===== config.mk =====
export PLATFORM = sky130hd
export DESIGN_NAME = jtpd_port
export DESIGN_NICKNAME = d
export VERILOG_FILES = /design/src/common/jtpd_pkg.sv /design/src/design/jtpd_port.sv
export VERILOG_INCLUDE_DIRS = /design/src /design/src/common
export SDC_FILE = /design/constraint.sdc
export NUM_CORES = 1
export LEC_CHECK = 0
export ABC_CLOCK_PERIOD_IN_PS = 2000
export BUFFER_PORTS_ARGS = -buffer_cell sky130_fd_sc_hd__buf_2
export CORE_ASPECT_RATIO = 1.75
export CORE_MARGIN = 1.5
export CORE_UTILIZATION = 60
export DETAILED_ROUTE_END_ITERATION = 10
export PLACE_DENSITY = 0.79
export SLEW_MARGIN = 10
export SYNTH_ARGS = -nofsm -noshare
export SYNTH_HDL_FRONTEND = slang
export SYNTH_SLANG_ARGS = --single-unit

===== constraint.sdc =====
create_clock -name core_clk -period 2 [get_ports core_clk]
set_input_delay 0.2 -clock core_clk [delete_from_list [all_inputs] [get_ports core_clk]]
set_output_delay 0.2 -clock core_clk [all_outputs]
set_load 0.03 [all_outputs]

===== src/common/jtpd_params.svh =====
`ifndef JTPD_PARAMS_SVH
`define JTPD_PARAMS_SVH

// Core clock period in ns, and the debug clock division ratio
`define JTPD_CORE_CLK_NS 8
`define JTPD_DEBUG_CLOCK_OUT_DIV 3
`define JTPD_DEBUG_CLOCK_OUT_CNT_W 2

// Instruction register
`define JTPD_IR_W 5
`define JTPD_IR_BYPASS 5'h1f
`define JTPD_IR_IDCODE 5'h01
`define JTPD_IR_TRACE_CTRL 5'h02
`define JTPD_IR_CAPTURE 5'h01

// Data register layout
`define JTPD_DR_W 32
`define JTPD_CTRL_TRACE_BIT 0

// Trace word layout: nibble in [3:0], status in [12:4]
`define JTPD_NIB_W 4
`define JTPD_STAT_W 9
`define JTPD_WORD_W 13
`define JTPD_STAT_LSB 4

// Reset values of the trace pins
`define JTPD_NIB_RESET 4'hf
`define JTPD_STAT_RESET 9'h000

`endif


===== src/common/jtpd_pkg.sv =====
package jtpd_pkg;

	typedef enum logic [3:0] {
		TAP_RESET, TAP_IDLE,
		TAP_SEL_DR, TAP_CAP_DR, TAP_SHIFT_DR, TAP_EXIT1_DR,
		TAP_PAUSE_DR, TAP_EXIT2_DR, TAP_UPD_DR,
		TAP_SEL_IR, TAP_CAP_IR, TAP_SHIFT_IR, TAP_EXIT1_IR,
		TAP_PAUSE_IR, TAP_EXIT2_IR, TAP_UPD_IR
	} jtpd_tap_type;

endpackage


===== src/design/jtpd_port.sv =====
// Operation
// [RULE1] The test clock times instruction execution and serial shifting.
// [RULE2] With trace off, the shared input pin is the serial data input.
// [RULE3] With trace on, the shared pin is a debug interrupt that ends trace.
// [RULE4] With trace off, the shared output pin carries serial scan data.
// [RULE5] With trace on, the shared output pin carries trace nibble bit 0.
// [RULE6] Three further pins carry trace nibble bits 3 to 1.
// [RULE7] The controller steps on the mode select sampled at the test clock.
// [RULE8] Test reset low asynchronously clears controller and debug unit.
// [RULE9] With test reset deasserted, bus timeout detection is disabled.
// [RULE10] The debug clock is the core clock divided by three.
// [RULE11] Trace nibble and status change in step with the debug clock. Nibble bit 0 on the shared pin changes one core clock later.
// [RULE12] A nine-bit trace status bus is driven, all low from reset.
// [RULE13] The probe drives the test pins per the tap protocol.
`timescale 1ns/1ns
`include "jtpd_params.svh"

module jtpd_port
	import jtpd_pkg::*;
#(
	// Identification value is arbitrary
	parameter logic [31:0] ID_VALUE = 32'h0000_0001,
	parameter int DEBUG_CLOCK_OUT_DIV = `JTPD_DEBUG_CLOCK_OUT_DIV
) (
	// Clock, reset, enable
	input wire logic core_clk,
	input wire logic reset,
	input wire logic clk_en,
	// Test port pins
	input wire logic tck,
	input wire logic tms,
	input wire logic tdi_debug_interrupt_in_n,
	input wire logic trst_n,
	output logic tdo_tpc0,
	output logic tdo_oe_n,
	// Trace pins
	output logic [2:0] trace_pc_nibble_hi,
	output logic [8:0] trace_status_bus,
	output logic debug_clock_out,
	// Trace words from the core
	input wire logic trace_in_valid,
	input wire logic [12:0] trace_in_data,
	output logic trace_in_ready,
	// Status
	output logic trace_mode,
	output logic bus_timeout_disable
);

	logic tck_s1_r, tck_s2_r, tck_s3_r;
	logic tms_s1_r, tms_s2_r;
	logic tdi_s1_r, tdi_s2_r;
	logic trst_s1_r, trst_s2_r;
	logic tck_rise, tck_fall;

	jtpd_tap_type tap_r, tap_nxt;
	logic [4:0] ir_r, ir_nxt, ir_sh_r, ir_sh_nxt;
	logic [31:0] dr_sh_r, dr_sh_nxt;
	logic trace_r, trace_nxt;
	logic tdo_r, tdo_nxt, oe_n_r, oe_n_nxt;

	logic [12:0] buf_r [2];
	logic [12:0] buf_nxt [2];
	logic [1:0] cnt_r, cnt_nxt;
	logic rdy_r, rdy_nxt;
	logic [1:0] div_r, div_nxt;
	logic debug_clock_out_r, debug_clock_out_nxt;
	logic [3:0] nib_r, nib_nxt;
	logic [8:0] stat_r, stat_nxt;
	logic tmo_r;

	function automatic jtpd_tap_type tap_step(jtpd_tap_type s, logic m);
		case (s)
			TAP_RESET: tap_step = m ? TAP_RESET : TAP_IDLE;
			TAP_IDLE: tap_step = m ? TAP_SEL_DR : TAP_IDLE;
			TAP_SEL_DR: tap_step = m ? TAP_SEL_IR : TAP_CAP_DR;
			TAP_CAP_DR: tap_step = m ? TAP_EXIT1_DR : TAP_SHIFT_DR;
			TAP_SHIFT_DR: tap_step = m ? TAP_EXIT1_DR : TAP_SHIFT_DR;
			TAP_EXIT1_DR: tap_step = m ? TAP_UPD_DR : TAP_PAUSE_DR;
			TAP_PAUSE_DR: tap_step = m ? TAP_EXIT2_DR : TAP_PAUSE_DR;
			TAP_EXIT2_DR: tap_step = m ? TAP_UPD_DR : TAP_SHIFT_DR;
			TAP_UPD_DR: tap_step = m ? TAP_SEL_DR : TAP_IDLE;
			TAP_SEL_IR: tap_step = m ? TAP_RESET : TAP_CAP_IR;
			TAP_CAP_IR: tap_step = m ? TAP_EXIT1_IR : TAP_SHIFT_IR;
			TAP_SHIFT_IR: tap_step = m ? TAP_EXIT1_IR : TAP_SHIFT_IR;
			TAP_EXIT1_IR: tap_step = m ? TAP_UPD_IR : TAP_PAUSE_IR;
			TAP_PAUSE_IR: tap_step = m ? TAP_EXIT2_IR : TAP_PAUSE_IR;
			TAP_EXIT2_IR: tap_step = m ? TAP_UPD_IR : TAP_SHIFT_IR;
			default: tap_step = m ? TAP_SEL_DR : TAP_IDLE;
		endcase
	endfunction

	// Pins are asynchronous to core_clk; tck edges are seen two stages late
	always_ff @(posedge core_clk) begin
		if (reset) begin
			tck_s1_r <= 1'b0;
			tck_s2_r <= 1'b0;
			tck_s3_r <= 1'b0;
			tms_s1_r <= 1'b1;
			tms_s2_r <= 1'b1;
			tdi_s1_r <= 1'b1;
			tdi_s2_r <= 1'b1;
			trst_s1_r <= 1'b0;
			trst_s2_r <= 1'b0;
			tmo_r <= 1'b0;
		end else if (clk_en) begin
			tck_s1_r <= tck;
			tck_s2_r <= tck_s1_r;
			tck_s3_r <= tck_s2_r;
			tms_s1_r <= tms;
			tms_s2_r <= tms_s1_r;
			tdi_s1_r <= tdi_debug_interrupt_in_n;
			tdi_s2_r <= tdi_s1_r;
			trst_s1_r <= trst_n;
			trst_s2_r <= trst_s1_r;
			// [RULE9] timeout disable follows
			tmo_r <= trst_s2_r;
		end
	end

	// [RULE1] test clock edges
	assign tck_rise = tck_s2_r & ~tck_s3_r;
	assign tck_fall = ~tck_s2_r & tck_s3_r;

	always_comb begin
		tap_nxt = tap_r;
		ir_nxt = ir_r;
		ir_sh_nxt = ir_sh_r;
		dr_sh_nxt = dr_sh_r;
		trace_nxt = trace_r;
		tdo_nxt = tdo_r;
		oe_n_nxt = oe_n_r;
		// [RULE3] debug interrupt ends trace
		if (trace_r && !tdi_s2_r)
			trace_nxt = 1'b0;
		if (tck_rise) begin
			// [RULE7] step on sampled mode select
			tap_nxt = tap_step(tap_r, tms_s2_r);
			case (tap_r)
				TAP_RESET: begin
					ir_nxt = `JTPD_IR_IDCODE;
				end
				TAP_CAP_IR: begin
					ir_sh_nxt = `JTPD_IR_CAPTURE;
				end
				TAP_SHIFT_IR: begin
					// [RULE2] serial input into instruction
					ir_sh_nxt = {tdi_s2_r, ir_sh_r[4:1]};
				end
				TAP_UPD_IR: begin
					ir_nxt = ir_sh_r;
				end
				TAP_CAP_DR: begin
					if (ir_r == `JTPD_IR_IDCODE)
						dr_sh_nxt = ID_VALUE;
					else if (ir_r == `JTPD_IR_TRACE_CTRL)
						dr_sh_nxt = {31'h0, trace_r};
					else
						dr_sh_nxt = 32'h0;
				end
				TAP_SHIFT_DR: begin
					// [RULE2] serial input into data
					if (ir_r == `JTPD_IR_IDCODE)
						dr_sh_nxt = {tdi_s2_r, dr_sh_r[31:1]};
					else
						dr_sh_nxt = {31'h0, tdi_s2_r};
				end
				TAP_UPD_DR: begin
					// Software entry into trace beats a same-cycle interrupt
					if (ir_r == `JTPD_IR_TRACE_CTRL)
						trace_nxt = dr_sh_r[`JTPD_CTRL_TRACE_BIT];
				end
				default: begin
				end
			endcase
		end
		if (trace_r) begin
			// [RULE5] nibble bit 0 on shared pin
			tdo_nxt = nib_r[0];
			oe_n_nxt = 1'b0;
		end else if (tck_fall) begin
			// [RULE4] scan data out on falling edge
			tdo_nxt = (tap_r == TAP_SHIFT_IR) ? ir_sh_r[0] : dr_sh_r[0];
			oe_n_nxt = !(tap_r == TAP_SHIFT_IR || tap_r == TAP_SHIFT_DR);
		end
	end

	// [RULE8] asynchronous test reset
	always_ff @(posedge core_clk or negedge trst_n) begin
		if (!trst_n) begin
			tap_r <= TAP_RESET;
			ir_r <= `JTPD_IR_IDCODE;
			ir_sh_r <= 5'h00;
			dr_sh_r <= 32'h0;
			trace_r <= 1'b0;
			tdo_r <= 1'b1;
			oe_n_r <= 1'b1;
		end else if (reset) begin
			tap_r <= TAP_RESET;
			ir_r <= `JTPD_IR_IDCODE;
			ir_sh_r <= 5'h00;
			dr_sh_r <= 32'h0;
			trace_r <= 1'b0;
			tdo_r <= 1'b1;
			oe_n_r <= 1'b1;
		end else if (clk_en) begin
			tap_r <= tap_nxt;
			ir_r <= ir_nxt;
			ir_sh_r <= ir_sh_nxt;
			dr_sh_r <= dr_sh_nxt;
			trace_r <= trace_nxt;
			tdo_r <= tdo_nxt;
			oe_n_r <= oe_n_nxt;
		end
	end

	// Trace buffer and debug clock; at most one word leaves per debug clock period, and only in trace mode
	always_comb begin
		logic push, pop, tick;
		push = 1'b0;
		pop = 1'b0;
		tick = 1'b0;
		buf_nxt = buf_r;
		cnt_nxt = cnt_r;
		nib_nxt = nib_r;
		stat_nxt = stat_r;
		// [RULE10] divide by three
		if (div_r == 2'(DEBUG_CLOCK_OUT_DIV - 1)) begin
			div_nxt = 2'h0;
			tick = 1'b1;
		end else begin
			div_nxt = div_r + 2'h1;
		end
		debug_clock_out_nxt = (div_nxt == 2'h0);
		push = trace_in_valid && rdy_r;
		// [RULE11] update on debug clock rise
		if (tick) begin
			if (trace_r && cnt_r != 2'h0) begin
				pop = 1'b1;
				// [RULE6] upper nibble bits
				nib_nxt = buf_r[0][3:0];
				// [RULE12] status bus
				stat_nxt = buf_r[0][12:4];
			end else begin
				stat_nxt = `JTPD_STAT_RESET;
			end
		end
		if (pop) begin
			buf_nxt[0] = buf_r[1];
			cnt_nxt = cnt_nxt - 2'h1;
		end
		if (push)
			buf_nxt[cnt_nxt[0]] = trace_in_data;
		if (push)
			cnt_nxt = cnt_nxt + 2'h1;
		// Stalls the core when both entries wait
		rdy_nxt = (cnt_nxt != 2'h2);
	end

	always_ff @(posedge core_clk or negedge trst_n) begin
		if (!trst_n) begin
			buf_r[0] <= 13'h0;
			buf_r[1] <= 13'h0;
			cnt_r <= 2'h0;
			rdy_r <= 1'b0;
			div_r <= 2'h0;
			debug_clock_out_r <= 1'b0;
			nib_r <= `JTPD_NIB_RESET;
			stat_r <= `JTPD_STAT_RESET;
		end else if (reset) begin
			buf_r[0] <= 13'h0;
			buf_r[1] <= 13'h0;
			cnt_r <= 2'h0;
			rdy_r <= 1'b0;
			div_r <= 2'h0;
			debug_clock_out_r <= 1'b0;
			nib_r <= `JTPD_NIB_RESET;
			stat_r <= `JTPD_STAT_RESET;
		end else if (clk_en) begin
			buf_r <= buf_nxt;
			cnt_r <= cnt_nxt;
			rdy_r <= rdy_nxt;
			div_r <= div_nxt;
			debug_clock_out_r <= debug_clock_out_nxt;
			nib_r <= nib_nxt;
			stat_r <= stat_nxt;
		end
	end

	assign tdo_tpc0 = tdo_r;
	assign tdo_oe_n = oe_n_r;
	assign trace_pc_nibble_hi = nib_r[3:1];
	assign trace_status_bus = stat_r;
	assign debug_clock_out = debug_clock_out_r;
	assign trace_in_ready = rdy_r;
	assign trace_mode = trace_r;
	assign bus_timeout_disable = tmo_r;

endmodule


==> out/metrics.cfg, run 1 <==
[clocking]
number_of_buffers_between_clock_root_and_the_deepest_sink = 2
postCtsResizedCells = 0
cts.reportedPaths.clkPinSlew_ps = 70
clock_tree.htree_level_count = 3
cts.sink_count = 104
cts_inserted_buffers = 9
clock_tree_from_tritoncts = yes
clock_insertion_delay_worst_skew_ps = 360
ctsRootBufferMaster = sky130_fd_sc_hd__clkbuf_16

[sta]
final_min_period_over_clock_period = 0.933
unrepaired_setup_endpoints_after_global_routing = no
skew_ps = 8.88
slew_headroom = 0.570
final-max-slew-violation-count = 0
post-route-min-period_ps = 1870
setup-violations-final = 0
setup-tns-final_ps = 0
worst_pin_slew_ps = 643
final-hold-violation-count = 0
max_freq_mhz = 536

[grt]
grt_start_max_net_pins = 71
grt_first_pass_wirelength_mm = 19.9
groute.usage.overall = 0.273
grt_pass1_vias = 4184
globalRoute.totalOverflow = 0
grt_antenna_before_repair = 0

[routing]
drt_pre_antenna_iters = 6
num_vias = 4160
detail_route.vias_per_cell = 6.17
routed_wire_length_per_instance_um = 17.2
initialDrtViolationCount = 519
postRouteAntennaNets = 0
totalWireLength_mm = 11.6
drc = 0

[placement]
place.detailed.instances = 657
dp_hpwl_mm = 7.68
io_buffers = 38
place.gp.congestion = 0.875

[synth]
number_of_unique_standard_cell_types_used_by_synthesis = 64
yosys.area.top_type_share = 0.414
synthesized_instance_count = 526
post_synth_instance_area_um2 = 5260
synth.ff_latch_count = 104
synthesis.yosys.warnings = 0
postSynthAreaPerCell_um2 = 9.99
synthTopCellsByArea = sky130_fd_sc_hd__dfrtp_1 41%, sky130_fd_sc_hd__mux2i_1 7.2%, sky130_fd_sc_hd__a22o_1 5.7%
synth_fp_nets = 548
yosysSeqAreaShare = 0.487
synth_area_leader_cell = sky130_fd_sc_hd__dfrtp_1
synthFlopType = sky130_fd_sc_hd__dfrtp_1
synth_enable_flop_cells = 0
share_of_synthesized_registers_carrying_an_async_set_or_reset = 0.904

[worst_setup_path]
timing.critical_path.slowest_stage_cell = sky130_fd_sc_hd__dfrtp_1
crit_path_end_kind = register
crit_family = simple AND/OR/NAND/NOR gates
critPathBufInv = 2
timing.critical_path.cells = inv_1 -> ha_1 -> and4bb_1 -> xnor2_1 -> and3_1 -> buf_12 -> mux2i_1
crit_path_class = reg -> reg
worst-path-max-fanout = 13
cpPeakStageDelay_ps = 360
worstPathRequired_ps = 2270
startpoint_type = register
cp_data_arrival_time_ps = 2140

[finish]
area_growth_synth_to_finish_pct = 11.1
layout.nets = 574
antenna_cells = 0
layout.cells.non_filler = 674
finalCoreUtilization = 0.678
proportion_of_layout_cells_with_a_drive_suffix_above_1 = 0.178

[pwr]
total_leakage_power_uw = 0.00249
ir_drop_uv = 461
power_density_nw_per_um2 = 740

[floorplanning]
initial_cell_density_of_the_core = 0.610
core_area_um2 = 8610
die-area_um2 = 9350
die_h_um = 127
pin_count = 39
die_width_um = 73.8
row_count = 45

[hold_path]
hold_path_class = in -> reg

[status]
status = complete, no violations

[flow_run]
cap_violations = 0

## routing by layer
| metal | global-route usage | wire length, um | vias to the layer above |
|---|---|---|---|
| li1 | - | - | 1965 |
| met1 | 0.334 | 4570 | 2011 |
| met2 | 0.451 | 6160 | 162 |
| met3 | 0.0421 | 553 | 22 |
| met4 | 0.150 | 309 | 0 |
| met5 | 0 | 0 | - |
## registers in the layout, indices dropped and copies added, names as in the netlist, 2 cells and up
register	cells
buf_r	26
cnt_r	2
div_r	2
dr_sh_r	32
ir_r	5
ir_sh_r	5
nib_r	4
tap_r	4
trace_status_bus	9
## cell usage after synthesis (2+ instances only)
library cell	count
sky130_fd_sc_hd__or3_1	2
sky130_fd_sc_hd__a21oi_1	24
sky130_fd_sc_hd__nand2b_1	3
sky130_fd_sc_hd__nor3_1	18
sky130_fd_sc_hd__o31ai_1	2
sky130_fd_sc_hd__inv_1	17
sky130_fd_sc_hd__nand2_1	45
sky130_fd_sc_hd__a211oi_1	3
sky130_fd_sc_hd__a22o_1	34
sky130_fd_sc_hd__dfrtp_1	87
sky130_fd_sc_hd__xnor2_1	2
sky130_fd_sc_hd__clkbuf_1	17
sky130_fd_sc_hd__nand3b_1	5
sky130_fd_sc_hd__dfstp_2	7
sky130_fd_sc_hd__a32o_1	13
sky130_fd_sc_hd__nand3_1	26
sky130_fd_sc_hd__o21ai_1	17
sky130_fd_sc_hd__o21ai_0	25
sky130_fd_sc_hd__dfxtp_1	10
sky130_fd_sc_hd__o211ai_1	5
sky130_fd_sc_hd__nor2b_1	8
sky130_fd_sc_hd__nor2_1	35
sky130_fd_sc_hd__and2_1	2
sky130_fd_sc_hd__mux2i_1	38
sky130_fd_sc_hd__buf_1	4
sky130_fd_sc_hd__and3_1	2
sky130_fd_sc_hd__nand4_1	9
sky130_fd_sc_hd__a311oi_1	2
sky130_fd_sc_hd__buf_4	6
sky130_fd_sc_hd__o31a_1	2
sky130_fd_sc_hd__o221ai_1	2
sky130_fd_sc_hd__buf_6	11
sky130_fd_sc_hd__buf_2	12
## area by class of cell
type	count	area [um2]
fillers	674	2770
flip-flops and latches	104	2560
multi-input cells	354	2320
repair buffers	65	435
clock buffers	9	225
well taps	117	146
clock inverters	7	86.3
inverters	18	67.6
## path summary, 6_finish.rpt
check / start / to / slack, ps / cells past startpoint
max in group asynchronous: trst_n / tdo_oe_n / 1010 / 3
worst max register to register: cnt_r[1] / buf_r[4] / 130 / 7
worst min-delay path: tms / tms_s1_r / 60 / 3
worst min register to register: tdo_oe_n / tdo_oe_n / 470 / 2
min in group asynchronous: trst_n / buf_r[3] / 290 / 2
worst max-delay path: cnt_r[1] / buf_r[4] / 130 / 7
## report_power, final
part           internal [uW]  switching (uW)
sequential              2130            33.2
combinational            120             219
clock                    996             826
total                   3250            1080
## cell usage in the layout, fill, tap and decap left out, drive strengths merged, types with 3 or more instances in the layout
cell type and n:
dfrtp 87, a32o 13, nand4 9, nand3 26, nand2b 3, inv 21
clkbuf 9, nand3b 5, o21ai 42, dfstp 7, nand2 46, nor2 36
nor3 19, buf 64, a22o 34, a211oi 4, o211ai 5, dfxtp 10
a21oi 25, nor2b 8, mux2i 38
## metrics by stage
stage	setup slack [ps]	area (um2)	power, uW	hold slack [ps]
finish	134	5840	4320	62.3
floorplan	206	5260	2400	-95.6
global route	15.2	5840	4500	88.6
CTS	137	5840	4360	63.7
detailed placement	137	5520	2540	132
global placement	244	5520	2520	132
## timing repair
item                                    4_1_cts  5_1_grt
endpoints found under the hold margin        20        0
endpoints found under the setup margin        0        0
buffers inserted                              0        0
hold buffers                                  1        0
## kinds of logic after synthesis
kind of cell	synth area share
compound gates	0.190
fa+ha+maj	0.00238
mux	0.0724
buf+inv	0.0714
simple gates	0.173
xor+xnor	0.00333
flops	0.487
## worst reg2reg max path: stages, from the launching register on
cell and delay [ps]:
sky130_fd_sc_hd__dfrtp_1 360, sky130_fd_sc_hd__inv_1 80, sky130_fd_sc_hd__ha_1 210, sky130_fd_sc_hd__and4bb_1 360, sky130_fd_sc_hd__xnor2_1 170, sky130_fd_sc_hd__and3_1 230, sky130_fd_sc_hd__buf_12 170, sky130_fd_sc_hd__mux2i_1 200
Note: power is estimated with default switching activity, not from simulation.
==> inputs of run 2 (changes only) <==
--- a/config.mk
+++ b/config.mk
@@ -9,7 +9,6 @@
 export ABC_CLOCK_PERIOD_IN_PS = 2000
 export BUFFER_PORTS_ARGS = -buffer_cell sky130_fd_sc_hd__buf_2
 export CORE_ASPECT_RATIO = 1.75
-export CORE_MARGIN = 1.5
 export CORE_UTILIZATION = 60
 export DETAILED_ROUTE_END_ITERATION = 10
 export PLACE_DENSITY = 0.79
==> run 2 against run 1 <==
Against the previous run: clock skew is 0.98 ps lower; total power is 2.0% lower; combinational power hardly changed; global-route usage is 0.051 points higher; core utilization is 1.6 points higher; worst setup slack better by 17 ps.
==> out/metrics.cfg, run 2 (synthesis gave the netlist of run 1 again) <==
[finish]
area_growth_synth_to_finish_pct = 10.6  ; was 11.1%
proportion_of_layout_cells_with_a_drive_suffix_above_1 = 0.173  ; was 0.178
mostFrequentLayoutCell = sky130_fd_sc_hd__dfrtp_1  ; unchanged
fill_cells = 662  ; was 674
multiInputGateArea_um2 = 2320  ; about the same
register_area_um2 = 2560  ; unchanged
layout.nets = 573  ; was 574
antenna_cells = 0  ; unchanged
commonest_cells_after_routing_fill_and_taps_aside = 87 x sky130_fd_sc_hd__dfrtp_1, 45 x sky130_fd_sc_hd__nand2_1, 38 x sky130_fd_sc_hd__mux2i_1, 37 x sky130_fd_sc_hd__buf_2, 35 x sky130_fd_sc_hd__nor2_1  ; unchanged
max_flop_register = dr_sh_r  ; unchanged
largest_register_ffs = 32  ; unchanged

[flow_run]
cap_violations = 0  ; unchanged

[pwr]
total_leakage_power_uw = 0.00248  ; was 0.00249 uW
clock_power_share = 0.409  ; was 0.422
power_frac_seq = 0.511  ; was 0.500
sw_frac_of_total = 0.239  ; was 0.249
power_density_nw_per_um2 = 729  ; was 740 nW/um2
power.net_switching_uw = 1010  ; was 1080 uW
power.internal_uw = 3220  ; was 3250 uW
comb_power_share = 0.080  ; was 0.078
ir_drop_uv = 522  ; was 461 uV

[sta]
slew_headroom = 0.487  ; was 0.570
unrepaired_setup_endpoints_after_global_routing = no  ; unchanged
final-hold-violation-count = 0  ; unchanged
setup-violations-final = 0  ; unchanged
max_freq_mhz = 541  ; was 536 MHz
worst_pin_slew_ps = 766  ; was 643 ps
post-route-min-period_ps = 1850  ; was 1870 ps
final_critical_path_setup_slack_ps = 151  ; was 134 ps
final-max-slew-violation-count = 0  ; unchanged
setup-tns-final_ps = 0  ; unchanged
final_min_period_over_clock_period = 0.924  ; was 0.933
skew_ps = 7.90  ; was 8.88 ps

[placement]
dp_hpwl_mm = 7.64  ; was 7.68 mm
place_ws_ps = 201  ; was 137 ps
place.gp.congestion = 0.841  ; was 0.875
io_buffers = 38  ; unchanged

[grt]
grt_start_max_net_pins = 71  ; unchanged
grt_antenna_before_repair = 0  ; unchanged
grt_first_pass_wirelength_mm = 19.5  ; was 19.9 mm
grt_pass1_vias = 4214  ; was 4184
globalRoute.totalOverflow = 0  ; unchanged
groute.usage.overall = 0.274  ; was 0.273

[clocking]
ctsRootBufferMaster = sky130_fd_sc_hd__clkbuf_16  ; unchanged
cts.reportedPaths.clkPinSlew_ps = 70  ; about the same
cts_inserted_buffers = 9  ; unchanged
clock_tree.htree_level_count = 3  ; unchanged
clock_tree_from_tritoncts = yes  ; unchanged
number_of_buffers_between_clock_root_and_the_deepest_sink = 2  ; unchanged
cts.sink_count = 104  ; unchanged
postCtsResizedCells = 0  ; unchanged
clock_insertion_delay_worst_skew_ps = 350  ; was 360 ps
postCtsSetupBuffers = 0  ; unchanged

[worst_setup_path]
crit_path_end_kind = register  ; unchanged
cp.depth = 7  ; unchanged
r2r_cells = 7  ; unchanged
cpPeakStageDelay_ps = 360  ; about the same
timing.critical_path.slowest_stage_cell = sky130_fd_sc_hd__dfrtp_1  ; unchanged
crit_family = simple AND/OR/NAND/NOR gates  ; unchanged
worst-path-max-fanout = 13  ; unchanged
timing.critical_path.cells = inv_1 -> ha_1 -> and4bb_1 -> xnor2_1 -> and3_1 -> buf_12 -> mux2i_1  ; unchanged
crit_path_class = reg -> reg  ; unchanged
startpoint_type = register  ; unchanged
worstPathRequired_ps = 2270  ; about the same
critPathBufInv = 2  ; unchanged
cp_data_arrival_time_ps = 2120  ; was 2140 ps

[routing]
num_vias = 4135  ; was 4160
totalWireLength_mm = 11.5  ; was 11.6 mm
detail_route.vias_per_cell = 6.16  ; was 6.17
drt_pre_antenna_iters = 4  ; was 6
postRouteAntennaNets = 0  ; unchanged
drc = 0  ; unchanged
routed_wire_length_per_instance_um = 17.2  ; about the same
initialDrtViolationCount = 329  ; was 519

[floorplanning]
die_width_um = 72.8  ; was 73.8 um
core_area_um2 = 8370  ; was 8610 um2
pin_count = 39  ; unchanged
initial_cell_density_of_the_core = 0.628  ; was 0.610
die-area_um2 = 9150  ; was 9350 um2
row_count = 44  ; was 45
die_h_um = 126  ; was 127 um

[status]
status = complete, no violations  ; unchanged

[hold_path]
hold_path_class = in -> reg  ; unchanged
hold_depth = 3  ; unchanged

run 2: cell type report:
type / count / area share
flip-flops and latches: 104 / 0.441
multi-input cells: 354 / 0.400
repair buffers: 64 / 0.0736
clock buffers: 11 / 0.0400
well taps: 115 / 0.0248
inverters: 18 / 0.0116
clock inverters: 5 / 0.00969
run 2: metrics by stage:
stage / cell area, um2 / util / cells / total power (uW) / hold slack (ps)
after floorplan: 5260 / - / 526 / 2400 / -95.6
after global placement: 5510 / 0.658 / 654 / 2520 / 130
after detailed placement: 5510 / 0.659 / 654 / 2540 / 131
after CTS: 5810 / 0.695 / 671 / 4270 / 65.9
after global routing: 5810 / 0.695 / 671 / 4380 / 86.5
final: 5810 / 0.695 / 671 / 4240 / 74.4
run 2: timing repair:
action	in CTS	in global routing
hold endpoints to repair	19	0
setup endpoints to repair	0	0
hold buffers	1	0
run 2: layer usage:
metal	GRT usage	wire length [um]	up-vias
li1	-	-	1958
met1	0.312	4820	2058
met2	0.478	5960	89
met3	0.0464	343	30
met4	0.144	425	0
met5	0	0	-
run 2: path summary, 6_finish.rpt:
kind | from | end | slack (ps)
worst min register to register | dr_sh_r[31] | dr_sh_r[30] | 480
worst min-delay path | tdi_debug_interrupt_in_n | tdi_s1_r | 70
min in group asynchronous | trst_n | buf_r[16] | 300
worst max register to register | cnt_r[1] | buf_r[11] | 150
worst max-delay path | cnt_r[1] | buf_r[11] | 150
max in group asynchronous | trst_n | tdo_tpc0 | 980
run 2: power groups by stage:
stage / registers [uW] / clock network [uW] / logic [uW]
finish: 2160 / 1730 / 339
global route: 2170 / 1840 / 373
CTS: 2160 / 1760 / 341
detailed placement: 2200 / 0 / 336
global placement: 2200 / 0 / 324
floorplan: 2200 / 0 / 205
run 2: worst reg2reg max path: stages (launching register included):
cell	delay, ps
sky130_fd_sc_hd__dfrtp_1	360
sky130_fd_sc_hd__inv_1	80
sky130_fd_sc_hd__ha_1	220
sky130_fd_sc_hd__and4bb_1	350
sky130_fd_sc_hd__xnor2_1	150
sky130_fd_sc_hd__and3_1	220
sky130_fd_sc_hd__buf_12	170
sky130_fd_sc_hd__mux2i_1	220
==> inputs of run 3 (changes only) <==
--- a/config.mk
+++ b/config.mk
@@ -6,6 +6,7 @@
 export SDC_FILE = /design/constraint.sdc
 export NUM_CORES = 1
 export LEC_CHECK = 0
+export ABC_AREA = 1
 export ABC_CLOCK_PERIOD_IN_PS = 2000
 export BUFFER_PORTS_ARGS = -buffer_cell sky130_fd_sc_hd__buf_2
 export CORE_ASPECT_RATIO = 1.75
==> run 3 against run 2 <==
Against the previous run: global-route usage grew 0.33 points; critical endpoint is now buf_r[10]; synthesized cell count grew 27%; design area shrank 0.39%; clock power grew 4%; worst setup slack gained 12 ps; maximum frequency grew 0.63%; combinational power grew 8.0%; routed wire length shrank 0.49%; clock skew is essentially flat; final cell count grew 23%; die area shrank 1.4%.
==> out/metrics.cfg, run 3 <==
[synth]
post_synth_instance_area_um2 = 5180  ; was 5260 um2
synth_fp_nets = 692  ; was 548
post-synth-top-count-cell = sky130_fd_sc_hd__nand2_1  ; was sky130_fd_sc_hd__dfrtp_1
synthesized_instance_count = 670  ; was 526
number_of_unique_standard_cell_types_used_by_synthesis = 32  ; was 64
yosysSeqAreaShare = 0.494  ; was 0.487
share_of_synthesized_registers_carrying_an_async_set_or_reset = 0.904  ; unchanged
synthesis.yosys.warnings = 0  ; unchanged
synth_enable_flop_cells = 0  ; unchanged
synth_area_leader_cell = sky130_fd_sc_hd__dfrtp_1  ; unchanged
synth.ff_latch_count = 104  ; unchanged
postSynthAreaPerCell_um2 = 7.74  ; was 9.99 um2
synthTopCellsByArea = sky130_fd_sc_hd__dfrtp_1 42%, sky130_fd_sc_hd__nand2_1 18%, sky130_fd_sc_hd__nand3_1 9.5%  ; was sky130_fd_sc_hd__dfrtp_1 41%, sky130_fd_sc_hd__mux2i_1 7.2%, sky130_fd_sc_hd__a22o_1 5.7%
synthFlopType = sky130_fd_sc_hd__dfrtp_1  ; unchanged
netlist_top_cells_count = 250 x sky130_fd_sc_hd__nand2_1, 98 x sky130_fd_sc_hd__nand3_1, 87 x sky130_fd_sc_hd__dfrtp_1  ; was 87 x sky130_fd_sc_hd__dfrtp_1, 45 x sky130_fd_sc_hd__nand2_1, 38 x sky130_fd_sc_hd__mux2i_1
yosys.area.top_type_share = 0.420  ; was 0.414

[routing]
drt_pre_antenna_iters = 5  ; was 4
num_vias = 4471  ; was 4135
detail_route.vias_per_cell = 5.44  ; was 6.16
routed_wire_length_per_instance_um = 14.0  ; was 17.2 um
initialDrtViolationCount = 392  ; was 329
totalWireLength_mm = 11.5  ; about the same
drc = 0  ; unchanged
postRouteAntennaNets = 0  ; unchanged

[flow_run]
cap_violations = 0  ; unchanged

[floorplanning]
row_count = 44  ; unchanged
die_width_um = 72.3  ; was 72.8 um
die_h_um = 125  ; was 126 um
initial_cell_density_of_the_core = 0.624  ; was 0.628
core_area_um2 = 8310  ; was 8370 um2
pin_count = 39  ; unchanged
die-area_um2 = 9030  ; was 9150 um2

[placement]
dpl-instance-area_um2 = 5430  ; was 5510 um2
io_buffers = 38  ; unchanged
place_ws_ps = 104  ; was 201 ps
dp_hpwl_mm = 8.04  ; was 7.64 mm
place.detailed.instances = 803  ; was 654
place.gp.congestion = 0.902  ; was 0.841

[sta]
final_min_period_over_clock_period = 0.919  ; was 0.924
max_freq_mhz = 544  ; was 541 MHz
setup-tns-final_ps = 0  ; unchanged
unrepaired_setup_endpoints_after_global_routing = no  ; unchanged
final_critical_path_setup_slack_ps = 163  ; was 151 ps
skew_ps = 8.35  ; was 7.90 ps
setup-violations-final = 0  ; unchanged
post-route-min-period_ps = 1840  ; was 1850 ps
slew_headroom = 0.650  ; was 0.487
worst_pin_slew_ps = 523  ; was 766 ps
final-max-slew-violation-count = 0  ; unchanged
final-hold-violation-count = 0  ; unchanged

[status]
status = complete, no violations  ; unchanged

[clocking]
ctsRootBufferMaster = sky130_fd_sc_hd__clkbuf_16  ; unchanged
cts.reportedPaths.clkPinSlew_ps = 70  ; about the same
cts.sink_count = 104  ; unchanged
clock_tree.htree_level_count = 3  ; unchanged
clock_tree_from_tritoncts = yes  ; unchanged
clock_insertion_delay_worst_skew_ps = 350  ; about the same
cts_inserted_buffers = 9  ; unchanged
number_of_buffers_between_clock_root_and_the_deepest_sink = 2  ; unchanged

[finish]
fill_cells = 680  ; was 662
mostFrequentLayoutCell = sky130_fd_sc_hd__nand2_1  ; was sky130_fd_sc_hd__dfrtp_1
antenna_cells = 0  ; unchanged
proportion_of_layout_cells_with_a_drive_suffix_above_1 = 0.165  ; was 0.173
max_flop_register = dr_sh_r  ; unchanged
layout.nets = 724  ; was 573
commonest_cells_after_routing_fill_and_taps_aside = 250 x sky130_fd_sc_hd__nand2_1, 98 x sky130_fd_sc_hd__nand3_1, 87 x sky130_fd_sc_hd__dfrtp_1, 40 x sky130_fd_sc_hd__inv_1, 39 x sky130_fd_sc_hd__nor2_1  ; was 87 x sky130_fd_sc_hd__dfrtp_1, 45 x sky130_fd_sc_hd__nand2_1, 38 x sky130_fd_sc_hd__mux2i_1, 37 x sky130_fd_sc_hd__buf_2, 35 x sky130_fd_sc_hd__nor2_1
area_growth_synth_to_finish_pct = 11.7  ; was 10.6%
layout.cell_area.non_filler_um2 = 5790  ; was 5810 um2
largest_register_ffs = 32  ; unchanged
layout.cells.non_filler = 822  ; was 671

[worst_setup_path]
startpoint_type = register  ; unchanged
crit_path_class = reg -> reg  ; unchanged
worstPathRequired_ps = 2290  ; was 2270 ps
crit_path_end_kind = register  ; unchanged
cp_data_arrival_time_ps = 2130  ; was 2120 ps
worst-path-max-fanout = 13  ; unchanged

[pwr]
power_density_nw_per_um2 = 752  ; was 729 nW/um2
total_leakage_power_uw = 0.00317  ; was 0.00248 uW
ir_drop_uv = 671  ; was 522 uV
totalPowerFinal_uw = 4360  ; was 4240 uW

[grt]
grt_pass1_vias = 4379  ; was 4214
globalRoute.totalOverflow = 0  ; unchanged
grt_first_pass_wirelength_mm = 19.6  ; was 19.5 mm
grt_start_max_net_pins = 66  ; was 71
groute.usage.overall = 0.277  ; was 0.274
grt_antenna_before_repair = 0  ; unchanged

[hold_path]
hold_path_class = in -> reg  ; unchanged

run 3: report_power, final:
part           total (uW)  internal (uW)  switching [uW]  leakage (uW)
Combinational         366            103             263       0.00166
Sequential           2190           2160            37.9       0.00136
Clock                1800           1010             786      0.000145
run 3: repair_timing:
action,CTS,global route
endpoints found under the setup margin,0,19
endpoints found under the hold margin,24,0
hold buffers,1,0
setup buffers,0,1
resized for setup,0,3
run 3: worst max-delay path: stages, from the launching register on:
cell,delay (ps)
sky130_fd_sc_hd__dfrtp_1,400
sky130_fd_sc_hd__inv_1,140
sky130_fd_sc_hd__ha_2,270
sky130_fd_sc_hd__nor2_8,70
sky130_fd_sc_hd__nand2_4,130
sky130_fd_sc_hd__nand2_2,80
sky130_fd_sc_hd__nand2_2,150
sky130_fd_sc_hd__nand2_4,90
sky130_fd_sc_hd__nor2_4,130
sky130_fd_sc_hd__buf_12,140
sky130_fd_sc_hd__nand3_1,80
sky130_fd_sc_hd__nand2_1,100
run 3: kinds of logic (layout without fill, tap and decap cells):
| logic type | after synthesis | after routing | synth area share |
|---|---|---|---|
| flops | 104 | 104 | 0.494 |
| compound gates | 61 | 61 | 0.0628 |
| simple gates | 424 | 425 | 0.370 |
| buf+inv | 80 | 116 | 0.0712 |
| fa+ha+maj | 1 | 1 | 0.00241 |
run 3: per-stage QoR:
stage,hold slack (ps),utilization
after global placement,158,0.654
final,65.5,0.696
after floorplan,-95.6,-
after CTS,60.0,0.692
after detailed placement,165,0.654
after global routing,63.4,0.696
run 3: cell type report:
cell class | count | area, um2 | share of cell area
clock inverter | 6 | 67.6 | 0.0117
tap | 115 | 144 | 0.0249
timing repair buffer | 52 | 325 | 0.0562
multi-input combinational | 487 | 2270 | 0.392
clock buffer | 10 | 239 | 0.0413
inverter | 48 | 180 | 0.0311
sequential | 104 | 2560 | 0.442
run 3: worst paths after layout:
check                            end  slack [ps]      from  cells past startpoint
setup / recovery           buf_r[10]         160  cnt_r[0]                     11
hold / removal              tms_s1_r          70       tms                      3
setup reg to reg           buf_r[10]         160  cnt_r[0]                     11
hold reg to reg             tms_s1_r         460  tms_s1_r                      2
max in group asynchronous   tdo_oe_n         970    trst_n                      3
min in group asynchronous    ir_r[3]         330    trst_n                      2
run 3: routing by layer:
layer	part of all wire	track usage	vias to the layer above
li1	-	-	2208
met1	0.41	0.322	2131
met2	0.54	0.486	104
met3	0.028	0.0564	28
met4	0.026	0.113	0
met5	0	0	-
